## src/acc_pkg.sv

```systemverilog
// Constants, types and register map of the converter control block.
// Assumes an AHB-Lite bus at 100 MHz and one analog core on the far side.
package acc_pkg;

   localparam int unsigned ADDR_W = 4;
   localparam int unsigned DATA_W = 8;
   localparam int unsigned SEL_W = 5;
   localparam int unsigned ROUTE_W = 6;

   // Register byte offsets
   localparam logic [ADDR_W-1:0] OFS_SCR = 4'h0;
   localparam logic [ADDR_W-1:0] OFS_RESULT = 4'h4;
   localparam logic [ADDR_W-1:0] OFS_IRQ_STAT = 4'h8;
   localparam logic [ADDR_W-1:0] OFS_IRQ_MASK = 4'hC;

   // Status/control field positions
   localparam int unsigned SCR_DONE_BIT = 7;
   localparam int unsigned SCR_IRQ_EN_BIT = 6;
   localparam int unsigned SCR_CONT_BIT = 5;
   localparam int unsigned SCR_SEL_LSB = 0;

   // Reset values
   localparam logic [SEL_W-1:0] SEL_POWER_OFF = 5'h1F;
   localparam logic [DATA_W-1:0] RESULT_RST = 8'h00;
   localparam logic IRQ_MASK_RST = 1'b0;

   // Input select codes
   localparam logic [SEL_W-1:0] SEL_EXT_0 = 5'h00;
   localparam logic [SEL_W-1:0] SEL_EXT_1 = 5'h01;
   localparam logic [SEL_W-1:0] SEL_EXT_2 = 5'h02;
   localparam logic [SEL_W-1:0] SEL_EXT_3 = 5'h03;
   localparam logic [SEL_W-1:0] SEL_RESERVED = 5'h1B;
   localparam logic [SEL_W-1:0] SEL_HIGH_REF = 5'h1D;
   localparam logic [SEL_W-1:0] SEL_GND_REF = 5'h1E;

   // One-hot route positions
   localparam int unsigned ROUTE_EXT_0 = 0;
   localparam int unsigned ROUTE_EXT_1 = 1;
   localparam int unsigned ROUTE_EXT_2 = 2;
   localparam int unsigned ROUTE_EXT_3 = 3;
   localparam int unsigned ROUTE_HIGH_REF = 4;
   localparam int unsigned ROUTE_GND_REF = 5;

   // Port A pins carrying the external inputs
   localparam int unsigned PORT_A_W = 8;
   localparam int unsigned PIN_EXT_0 = 0;
   localparam int unsigned PIN_EXT_1 = 1;
   localparam int unsigned PIN_EXT_2 = 4;
   localparam int unsigned PIN_EXT_3 = 5;

   // AHB encodings
   localparam logic [1:0] HTRANS_NONSEQ = 2'h2;
   localparam logic [1:0] HTRANS_SEQ = 2'h3;
   localparam logic HRESP_OKAY = 1'b0;

   typedef enum logic [1:0] {
      SEQ_IDLE = 2'b00,
      SEQ_SETTLE = 2'b01,
      SEQ_RUN = 2'b10
   } acc_seq_state_type;

endpackage : acc_pkg

```

## src/acc_sequencer.sv

```systemverilog
// Conversion sequencer: settling, single and continuous conversions.
// Assumes the core restarts on every start pulse and answers with done.
`timescale 1ns/1ns
module acc_sequencer (
   input wire logic hclk,
   input wire logic hresetn,
   input wire logic restart,
   input wire logic cont_mode,
   input wire logic power_on,
   input wire logic core_done,
   output logic core_start,
   output logic result_we,
   output logic busy
);
   import acc_pkg::*;

   typedef struct packed {
      acc_seq_state_type state;
      logic settle_needed;
      logic start;
      logic we;
   } acc_seq_reg_type;

   acc_seq_reg_type r_q;
   acc_seq_reg_type r_d;

   always_comb begin
      r_d = r_q;
      r_d.start = 1'b0;
      r_d.we = 1'b0;
      if (!power_on) begin
         // Power-off stops everything and forces a settling pass later
         r_d.state = SEQ_IDLE;
         r_d.settle_needed = 1'b1;
      end else if (restart) begin
         // A new start wins over any conversion still running
         r_d.start = 1'b1;
         r_d.state = r_q.settle_needed ? SEQ_SETTLE : SEQ_RUN;
      end else if (core_done) begin
         unique case (r_q.state)
            SEQ_IDLE: begin
               r_d.state = SEQ_IDLE;
            end
            SEQ_SETTLE: begin
               // Settling result is thrown away, real one follows
               r_d.settle_needed = 1'b0;
               r_d.start = 1'b1;
               r_d.state = SEQ_RUN;
            end
            SEQ_RUN: begin
               r_d.we = 1'b1;
               if (cont_mode) begin
                  r_d.start = 1'b1;
               end else begin
                  r_d.state = SEQ_IDLE;
               end
            end
            default: begin
               r_d.state = SEQ_IDLE;
            end
         endcase
      end
   end

   always_ff @(posedge hclk or negedge hresetn) begin
      if (!hresetn) begin
         r_q.state <= SEQ_IDLE;
         r_q.settle_needed <= 1'b1;
         r_q.start <= 1'b0;
         r_q.we <= 1'b0;
      end else begin
         r_q <= r_d;
      end
   end

   assign core_start = r_q.start;
   assign result_we = r_q.we;
   assign busy = (r_q.state != SEQ_IDLE);

endmodule : acc_sequencer

```

## src/acc_conv_ctrl.sv

```systemverilog
// Converter control top: AHB-Lite register slave, input routing, interrupt.
// Assumes an analog core that converts on core_start and pulses core_done.
//
// Chosen here: register access over AHB-Lite and the register addresses.
`timescale 1ns/1ns
module acc_conv_ctrl (
   input wire logic hclk,
   input wire logic hresetn,
   input wire logic hsel,
   input wire logic [31:0] haddr,
   input wire logic [1:0] htrans,
   input wire logic hwrite,
   input wire logic [2:0] hsize,
   input wire logic [31:0] hwdata,
   input wire logic hready,
   output logic [31:0] hrdata,
   output logic hreadyout,
   output logic hresp,
   input wire logic core_done,
   input wire logic [acc_pkg::DATA_W-1:0] core_data,
   output logic core_start,
   output logic core_power_en,
   output logic [acc_pkg::ROUTE_W-1:0] analog_route,
   output logic [acc_pkg::PORT_A_W-1:0] port_a_analog_en,
   output logic irq
);
   import acc_pkg::*;

   typedef struct packed {
      logic dp_act;
      logic dp_write;
      logic [ADDR_W-1:0] dp_addr;
      logic irq_en;
      logic cont;
      logic [SEL_W-1:0] sel;
      logic done;
      logic [DATA_W-1:0] result;
      logic [DATA_W-1:0] core_hold;
      logic irq_stat;
      logic irq_mask;
      logic [31:0] rdata;
      logic irq_out;
      logic power_en;
      logic [ROUTE_W-1:0] route;
      logic [PORT_A_W-1:0] pin_en;
      logic restart;
   } acc_reg_type;

   acc_reg_type r_q;
   acc_reg_type r_d;

   logic seq_start;
   logic seq_we;
   logic seq_busy;
   logic ap_take;
   logic ap_read;
   logic [ADDR_W-1:0] ap_addr;
   logic wr_scr;
   logic wr_stat;
   logic wr_mask;
   logic rd_result;
   logic [DATA_W-1:0] scr_view;

   // Select code to one-hot analog route; unused codes route nothing
   function automatic logic [ROUTE_W-1:0] route_of(
      input logic [SEL_W-1:0] s
   );
      logic [ROUTE_W-1:0] r;
      r = '0;
      unique case (s)
         SEL_EXT_0: r[ROUTE_EXT_0] = 1'b1;
         SEL_EXT_1: r[ROUTE_EXT_1] = 1'b1;
         SEL_EXT_2: r[ROUTE_EXT_2] = 1'b1;
         SEL_EXT_3: r[ROUTE_EXT_3] = 1'b1;
         SEL_HIGH_REF: r[ROUTE_HIGH_REF] = 1'b1;
         SEL_GND_REF: r[ROUTE_GND_REF] = 1'b1;
         default: r = '0;
      endcase
      return r;
   endfunction : route_of

   // Port A pins switched to analog use for a given select code
   function automatic logic [PORT_A_W-1:0] pins_of(
      input logic [SEL_W-1:0] s
   );
      logic [ROUTE_W-1:0] r;
      logic [PORT_A_W-1:0] p;
      r = route_of(s);
      p = '0;
      p[PIN_EXT_0] = r[ROUTE_EXT_0];
      p[PIN_EXT_1] = r[ROUTE_EXT_1];
      p[PIN_EXT_2] = r[ROUTE_EXT_2];
      p[PIN_EXT_3] = r[ROUTE_EXT_3];
      return p;
   endfunction : pins_of

   function automatic logic powered(input logic [SEL_W-1:0] s);
      return s != SEL_POWER_OFF;
   endfunction : powered

   acc_sequencer u_seq (
      .hclk(hclk),
      .hresetn(hresetn),
      .restart(r_q.restart),
      .cont_mode(r_q.cont),
      .power_on(r_q.power_en),
      .core_done(core_done),
      .core_start(seq_start),
      .result_we(seq_we),
      .busy(seq_busy)
   );

   // Address phase decode
   assign ap_take = hsel && hready &&
                    (htrans == HTRANS_NONSEQ || htrans == HTRANS_SEQ);
   assign ap_read = ap_take && !hwrite;
   assign ap_addr = haddr[ADDR_W-1:0];

   // Data phase write strobes, data sampled in the data phase; result read strobe in the address phase
   assign wr_scr = r_q.dp_act && r_q.dp_write && r_q.dp_addr == OFS_SCR;
   assign wr_stat = r_q.dp_act && r_q.dp_write &&
                    r_q.dp_addr == OFS_IRQ_STAT;
   assign wr_mask = r_q.dp_act && r_q.dp_write &&
                    r_q.dp_addr == OFS_IRQ_MASK;
   assign rd_result = ap_read && ap_addr == OFS_RESULT;

   always_comb begin
      scr_view = '0;
      scr_view[SCR_DONE_BIT] = r_q.done;
      scr_view[SCR_IRQ_EN_BIT] = r_q.irq_en;
      scr_view[SCR_CONT_BIT] = r_q.cont;
      scr_view[SCR_SEL_LSB +: SEL_W] = r_q.sel;
   end

   always_comb begin
      r_d = r_q;
      r_d.restart = 1'b0;

      // Bus data phase bookkeeping
      r_d.dp_act = ap_take;
      r_d.dp_write = hwrite;
      r_d.dp_addr = ap_addr;

      // Read data is prepared in the address phase for zero wait states
      r_d.rdata = '0;
      if (ap_read) begin
         unique case (ap_addr)
            OFS_SCR: r_d.rdata[DATA_W-1:0] = scr_view;
            OFS_RESULT: r_d.rdata[DATA_W-1:0] = r_q.result;
            OFS_IRQ_STAT: r_d.rdata[0] = r_q.irq_stat;
            OFS_IRQ_MASK: r_d.rdata[0] = r_q.irq_mask;
            default: r_d.rdata = '0;
         endcase
      end

      // Clears first so that a completion in the same cycle wins
      if (rd_result) begin
         r_d.done = 1'b0;
         r_d.irq_stat = 1'b0;
      end
      if (wr_scr) begin
         r_d.irq_en = hwdata[SCR_IRQ_EN_BIT];
         r_d.cont = hwdata[SCR_CONT_BIT];
         r_d.sel = hwdata[SCR_SEL_LSB +: SEL_W];
         r_d.done = 1'b0;
         r_d.irq_stat = 1'b0;
         r_d.restart = powered(hwdata[SCR_SEL_LSB +: SEL_W]);
      end
      if (wr_stat && hwdata[0]) begin
         r_d.irq_stat = 1'b0;
      end
      if (wr_mask) begin
         r_d.irq_mask = hwdata[0];
      end

      // Core data is valid only with done; the write strobe is a cycle later
      if (core_done) begin
         r_d.core_hold = core_data;
      end

      // Conversion completion
      if (seq_we) begin
         r_d.result = r_q.core_hold;
         r_d.done = 1'b1;
         if (r_q.irq_en) begin
            r_d.irq_stat = 1'b1;
         end
      end

      // Registered power, route and pin outputs follow the next state of the select field, irq the next status and mask
      r_d.power_en = powered(r_d.sel);
      r_d.route = powered(r_d.sel) ? route_of(r_d.sel) : '0;
      r_d.pin_en = pins_of(r_d.sel);
      r_d.irq_out = r_d.irq_stat && r_d.irq_mask;
   end

   always_ff @(posedge hclk or negedge hresetn) begin
      if (!hresetn) begin
         r_q.dp_act <= 1'b0;
         r_q.dp_write <= 1'b0;
         r_q.dp_addr <= '0;
         r_q.irq_en <= 1'b0;
         r_q.cont <= 1'b0;
         r_q.sel <= SEL_POWER_OFF;
         r_q.done <= 1'b0;
         r_q.result <= RESULT_RST;
         r_q.core_hold <= RESULT_RST;
         r_q.irq_stat <= 1'b0;
         r_q.irq_mask <= IRQ_MASK_RST;
         r_q.rdata <= '0;
         r_q.irq_out <= 1'b0;
         r_q.power_en <= 1'b0;
         r_q.route <= '0;
         r_q.pin_en <= '0;
         r_q.restart <= 1'b0;
      end else begin
         r_q <= r_d;
      end
   end

   // Slave never stalls and always answers OKAY
   assign hrdata = r_q.rdata;
   assign hreadyout = 1'b1;
   assign hresp = HRESP_OKAY;
   assign core_start = seq_start;
   assign core_power_en = r_q.power_en;
   assign analog_route = r_q.route;
   assign port_a_analog_en = r_q.pin_en;
   assign irq = r_q.irq_out;

endmodule : acc_conv_ctrl

```

## config.mk

```make
export PLATFORM = sky130hd
export DESIGN_NAME = acc_conv_ctrl
export DESIGN_NICKNAME = d
export VERILOG_FILES = /design/src/acc_pkg.sv /design/src/acc_sequencer.sv /design/src/acc_conv_ctrl.sv
export SDC_FILE = /design/constraint.sdc
export NUM_CORES = 1
export LEC_CHECK = 0
export CORE_MARGIN = 4
export CORE_UTILIZATION = 29
export CTS_CLUSTER_SIZE = 16
export DETAILED_ROUTE_END_ITERATION = 8
export DONT_BUFFER_PORTS = 1
export GPL_TIMING_DRIVEN = 1
export PLACE_DENSITY = 0.51
export SLEW_MARGIN = 20
export SYNTH_ARGS = -nofsm -noshare
export SYNTH_HDL_FRONTEND = slang
export SYNTH_SLANG_ARGS = --single-unit
```

## constraint.sdc

```tcl
create_clock -name hclk -period 2.7 [get_ports hclk]
set_input_delay 0.27 -clock hclk [delete_from_list [all_inputs] [get_ports hclk]]
set_output_delay 0.27 -clock hclk [all_outputs]
set_load 0.03 [all_outputs]
```

==> qor.json <==
{
  "syn_avg_cell_area": {"value": 12.4, "unit": "um^2"},
  "slew_violations": {"value": 0},
  "grt_use_total": {"value": 9.51, "unit": "%"},
  "synth-seq-area-share": {"value": 55.1, "unit": "%"},
  "min_path_type": {"value": "in -> reg"},
  "core_area": {"value": 8810, "unit": "um^2"},
  "clock_tree_from_tritoncts": {"value": "yes"},
  "critical_path.startpoint_type": {"value": "flip-flop"},
  "htree_levels": {"value": 3},
  "cp.arrival": {"value": 2.19, "unit": "ns"},
  "cap_violations": {"value": 0},
  "skew": {"value": 0.00788, "unit": "ns"},
  "critical_path.n_buffers_inverters": {"value": 1},
  "dominantRegCellSynth": {"value": "dfrtp_1"},
  "maxSlewHeadroom": {"value": 62.6, "unit": "%"},
  "drt-wirelength-per-cell": {"value": 14.6, "unit": "um"},
  "numPortBuffers": {"value": 0},
  "die_w": {"value": 104, "unit": "um"},
  "unrepaired_setup_endpoints_after_global_routing": {"value": "false"},
  "post-cts-setup-buffers": {"value": 0},
  "synth.top_cells.by_area": {"value": "dfrtp_1 (49%), buf_4 (14%), mux2_2 (11%), dfstp_2 (6.0%), a22o_1 (2.3%)"},
  "cts.reportedPaths.clkPinSlew": {"value": 0.06, "unit": "ns"},
  "crit_family": {"value": "simple AND/OR/NAND/NOR gates"},
  "synthDominantAreaCellType": {"value": "dfrtp_1"},
  "floorplan.initialDensity": {"value": 30.1, "unit": "%"},
  "io-pin-count": {"value": 134},
  "synth_warn": {"value": 0},
  "timing_worst_slew_pin_value": {"value": 0.545, "unit": "ns"},
  "synth_cells": {"value": 214},
  "drt-vias-per-instance": {"value": 4.36},
  "global_route_wire_length_before_repair": {"value": 7780, "unit": "um"},
  "end_kind": {"value": "flip-flop"},
  "p_leak": {"value": 1.26, "unit": "nW"},
  "path_max_fanout": {"value": 13},
  "cts.hold.buffers_added": {"value": 7},
  "critical_path.slowest_cell": {"value": "mux2_2"},
  "global_route.overflow_total": {"value": 0},
  "routed_wirelength": {"value": 4720, "unit": "um"},
  "synth.top_cells.by_count": {"value": "dfrtp_1 (52), buf_4 (48), mux2_2 (27)"},
  "postRouteAntennaNets": {"value": 0},
  "synth_cell_types": {"value": 33},
  "worst-endpoint-required": {"value": 2.90, "unit": "ns"},
  "insertedDiodeCount": {"value": 0},
  "numPlacedInstances": {"value": 302},
  "synth_edf_count": {"value": 0},
  "cts.repair.resized": {"value": 0},
  "most_used_standard_cell_by_instance_count_after_synthesis": {"value": "dfrtp_1"},
  "multi_input_area": {"value": 908, "unit": "um^2"},
  "sink_count": {"value": 58},
  "globalRoute.busiestLayer": {"value": "met2"},
  "cp_cell_sequence": {"value": "and4bb_1 -> nor3b_4 -> buf_4 -> mux2_2 -> or2_2"},
  "critical_path.max_stage_delay": {"value": 0.38, "unit": "ns"},
  "dp_hpwl": {"value": 3420, "unit": "um"},
  "finalWorstPathRequiredPeriod": {"value": 1.99, "unit": "ns"},
  "peakVddDrop": {"value": 0.335, "unit": "mV"},
  "final.setup.tns": {"value": 0, "unit": "ns"},
  "dieHeight": {"value": 104, "unit": "um"},
  "number_of_antenna_violations_at_the_first_check_in_global_routing": {"value": 0},
  "timing_worst_setup_path_type": {"value": "reg -> reg"},
  "layout.cells.non_filler": {"value": 323},
  "num_rows": {"value": 34},
  "report.final.setup_viol": {"value": 0},
  "use_met3": {"value": 5.47, "unit": "%"},
  "routed-via-count": {"value": 1409},
  "run_status": {"value": "complete, no violations"},
  "finalNetCount": {"value": 297},
  "max_clock_freq": {"value": 502, "unit": "MHz"},
  "gp_congestion": {"value": 0.723},
  "area_of_the_die": {"value": 10700, "unit": "um^2"},
  "drc": {"value": 0},
  "cts_buffers": {"value": 9},
  "postSynthRegisterBits": {"value": 58},
  "synth_async_sr_flop_share": {"value": 100, "unit": "%"},
  "fillerInstances": {"value": 888},
  "clk_root_buffer_cell": {"value": "clkbuf_8"},
  "clockBufferDepth": {"value": 2},
  "synth_largest_type_area_fraction": {"value": 49.1, "unit": "%"},
  "powerDensity": {"value": 677, "unit": "nW/um^2"},
  "globalRouteMet2Util": {"value": 14.4, "unit": "%"},
  "met1_usage": {"value": 10.8, "unit": "%"},
  "synth.cell_area": {"value": 2650, "unit": "um^2"},
  "detail_route.first_pass.iterations": {"value": 4},
  "areaGrowthSynthToFinish": {"value": 5.05, "unit": "%"},
  "min_period_over_period": {"value": 73.7, "unit": "%"},
  "final-hold-violation-count": {"value": 0},
  "register_area": {"value": 1460, "unit": "um^2"},
  "pin_count_of_the_biggest_net_entering_global_routing": {"value": 59},
  "clk_latency": {"value": 0.33, "unit": "ns"},
  "first_global_vias": {"value": 1466},
  "detail_route.iter0.violations": {"value": 47},
  "fraction_of_layout_cells_with_a_size_suffix_above_1": {"value": 24.2, "unit": "%"}
}
-- cell usage in the layout, fill, tap and decap left out --
master         count
a21boi_0           2
a21oi_1            2
a22o_1             7
and2_1             2
and2b_1            1
and3_1             2
and4bb_1           1
buf_16             1
buf_4              3
clkbuf_1           3
clkbuf_8          11
conb_1            30
dfrtp_1           52
dfstp_2            6
dlygate4sd3_1      6
ha_1               2
inv_1              2
mux2_2            27
mux2i_1            5
nand2_1            9
nand2b_1           2
nand3_1            3
nand3b_1           2
nand4b_1           1
nor2_1            12
nor2b_1            4
nor3_1             4
nor3b_1            2
nor3b_4            1
nor4_1             3
nor4_2             1
o21a_1             2
o311a_1            1
o31ai_1            1
or2_2              2
-- state kept, by name, indices dropped and copies added, names as in the netlist --
name / cells
analog_route: 6
core_power_en: 1
hrdata: 8
irq: 1
port_a_analog_en: 4
r_q: 33
u_seq.core_start: 1
u_seq.r_q: 3
u_seq.result_we: 1
-- final cells by class --
class / count / share of cell area [%]
well taps: 108 / 4.86
inverters: 2 / 0.270
multi-input cells: 131 / 32.6
clock buffers: 14 / 5.85
flip-flops and latches: 58 / 52.4
repair buffers: 10 / 3.96
-- routing by layer --
metal / share of wire [%] / wire (um) / vias up
met4: 1.6 / 74 / 0
met3: 11 / 539 / 7
met2: 46 / 2190 / 65
met1: 41 / 1920 / 692
li1: - / - / 645
met5: 0 / 0 / -
-- worst paths after layout --
check                             startpoint             to  slack, ns  depth (start not counted)
worst max register to register       r_q[75]  core_power_en       0.71                          5
min in group asynchronous            hresetn        r_q[79]       0.45                          2
worst min-delay path            core_data[6]        r_q[57]       0.09                          1
worst max-delay path                 r_q[75]  core_power_en       0.71                          5
worst min register to register  u_seq.r_q[2]   u_seq.r_q[2]       0.46                          2
max in group asynchronous            hresetn   u_seq.r_q[2]       1.94                          2
-- metrics by stage --
stage               util [%]  total power [mW]  hold slack [ns]  instance area [um^2]  worst slack (ns)
global route            31.6              1.99           0.0649                  2780             0.521
floorplan                  -              1.23          -0.0256                  2750             0.971
finish                  31.6              1.88           0.0900                  2780             0.709
CTS                     31.6              1.92           0.0715                  2780             0.672
detailed placement      28.8              1.20          -0.0237                  2530             0.683
global placement        28.8              1.20          -0.0238                  2530             0.700
-- logic make-up after synthesis --
| family | synth area share [%] |
|---|---|
| flip-flops | 55.1 |
| buffers and inverters | 14.6 |
| AND/OR/NAND/NOR | 11.2 |
| multiplexers | 13.4 |
| AO/OA/AOI/OAI | 4.49 |
| adder cells (fa/ha/maj) | 0.945 |
| other | 0.284 |
-- report_power, final --
| part | internal [mW] | switching (mW) |
|---|---|---|
| Sequential | 0.951 | 0.0777 |
| Combinational | 0.0730 | 0.111 |
| Clock | 0.374 | 0.297 |
Note: power is estimated with default switching activity, not from simulation.
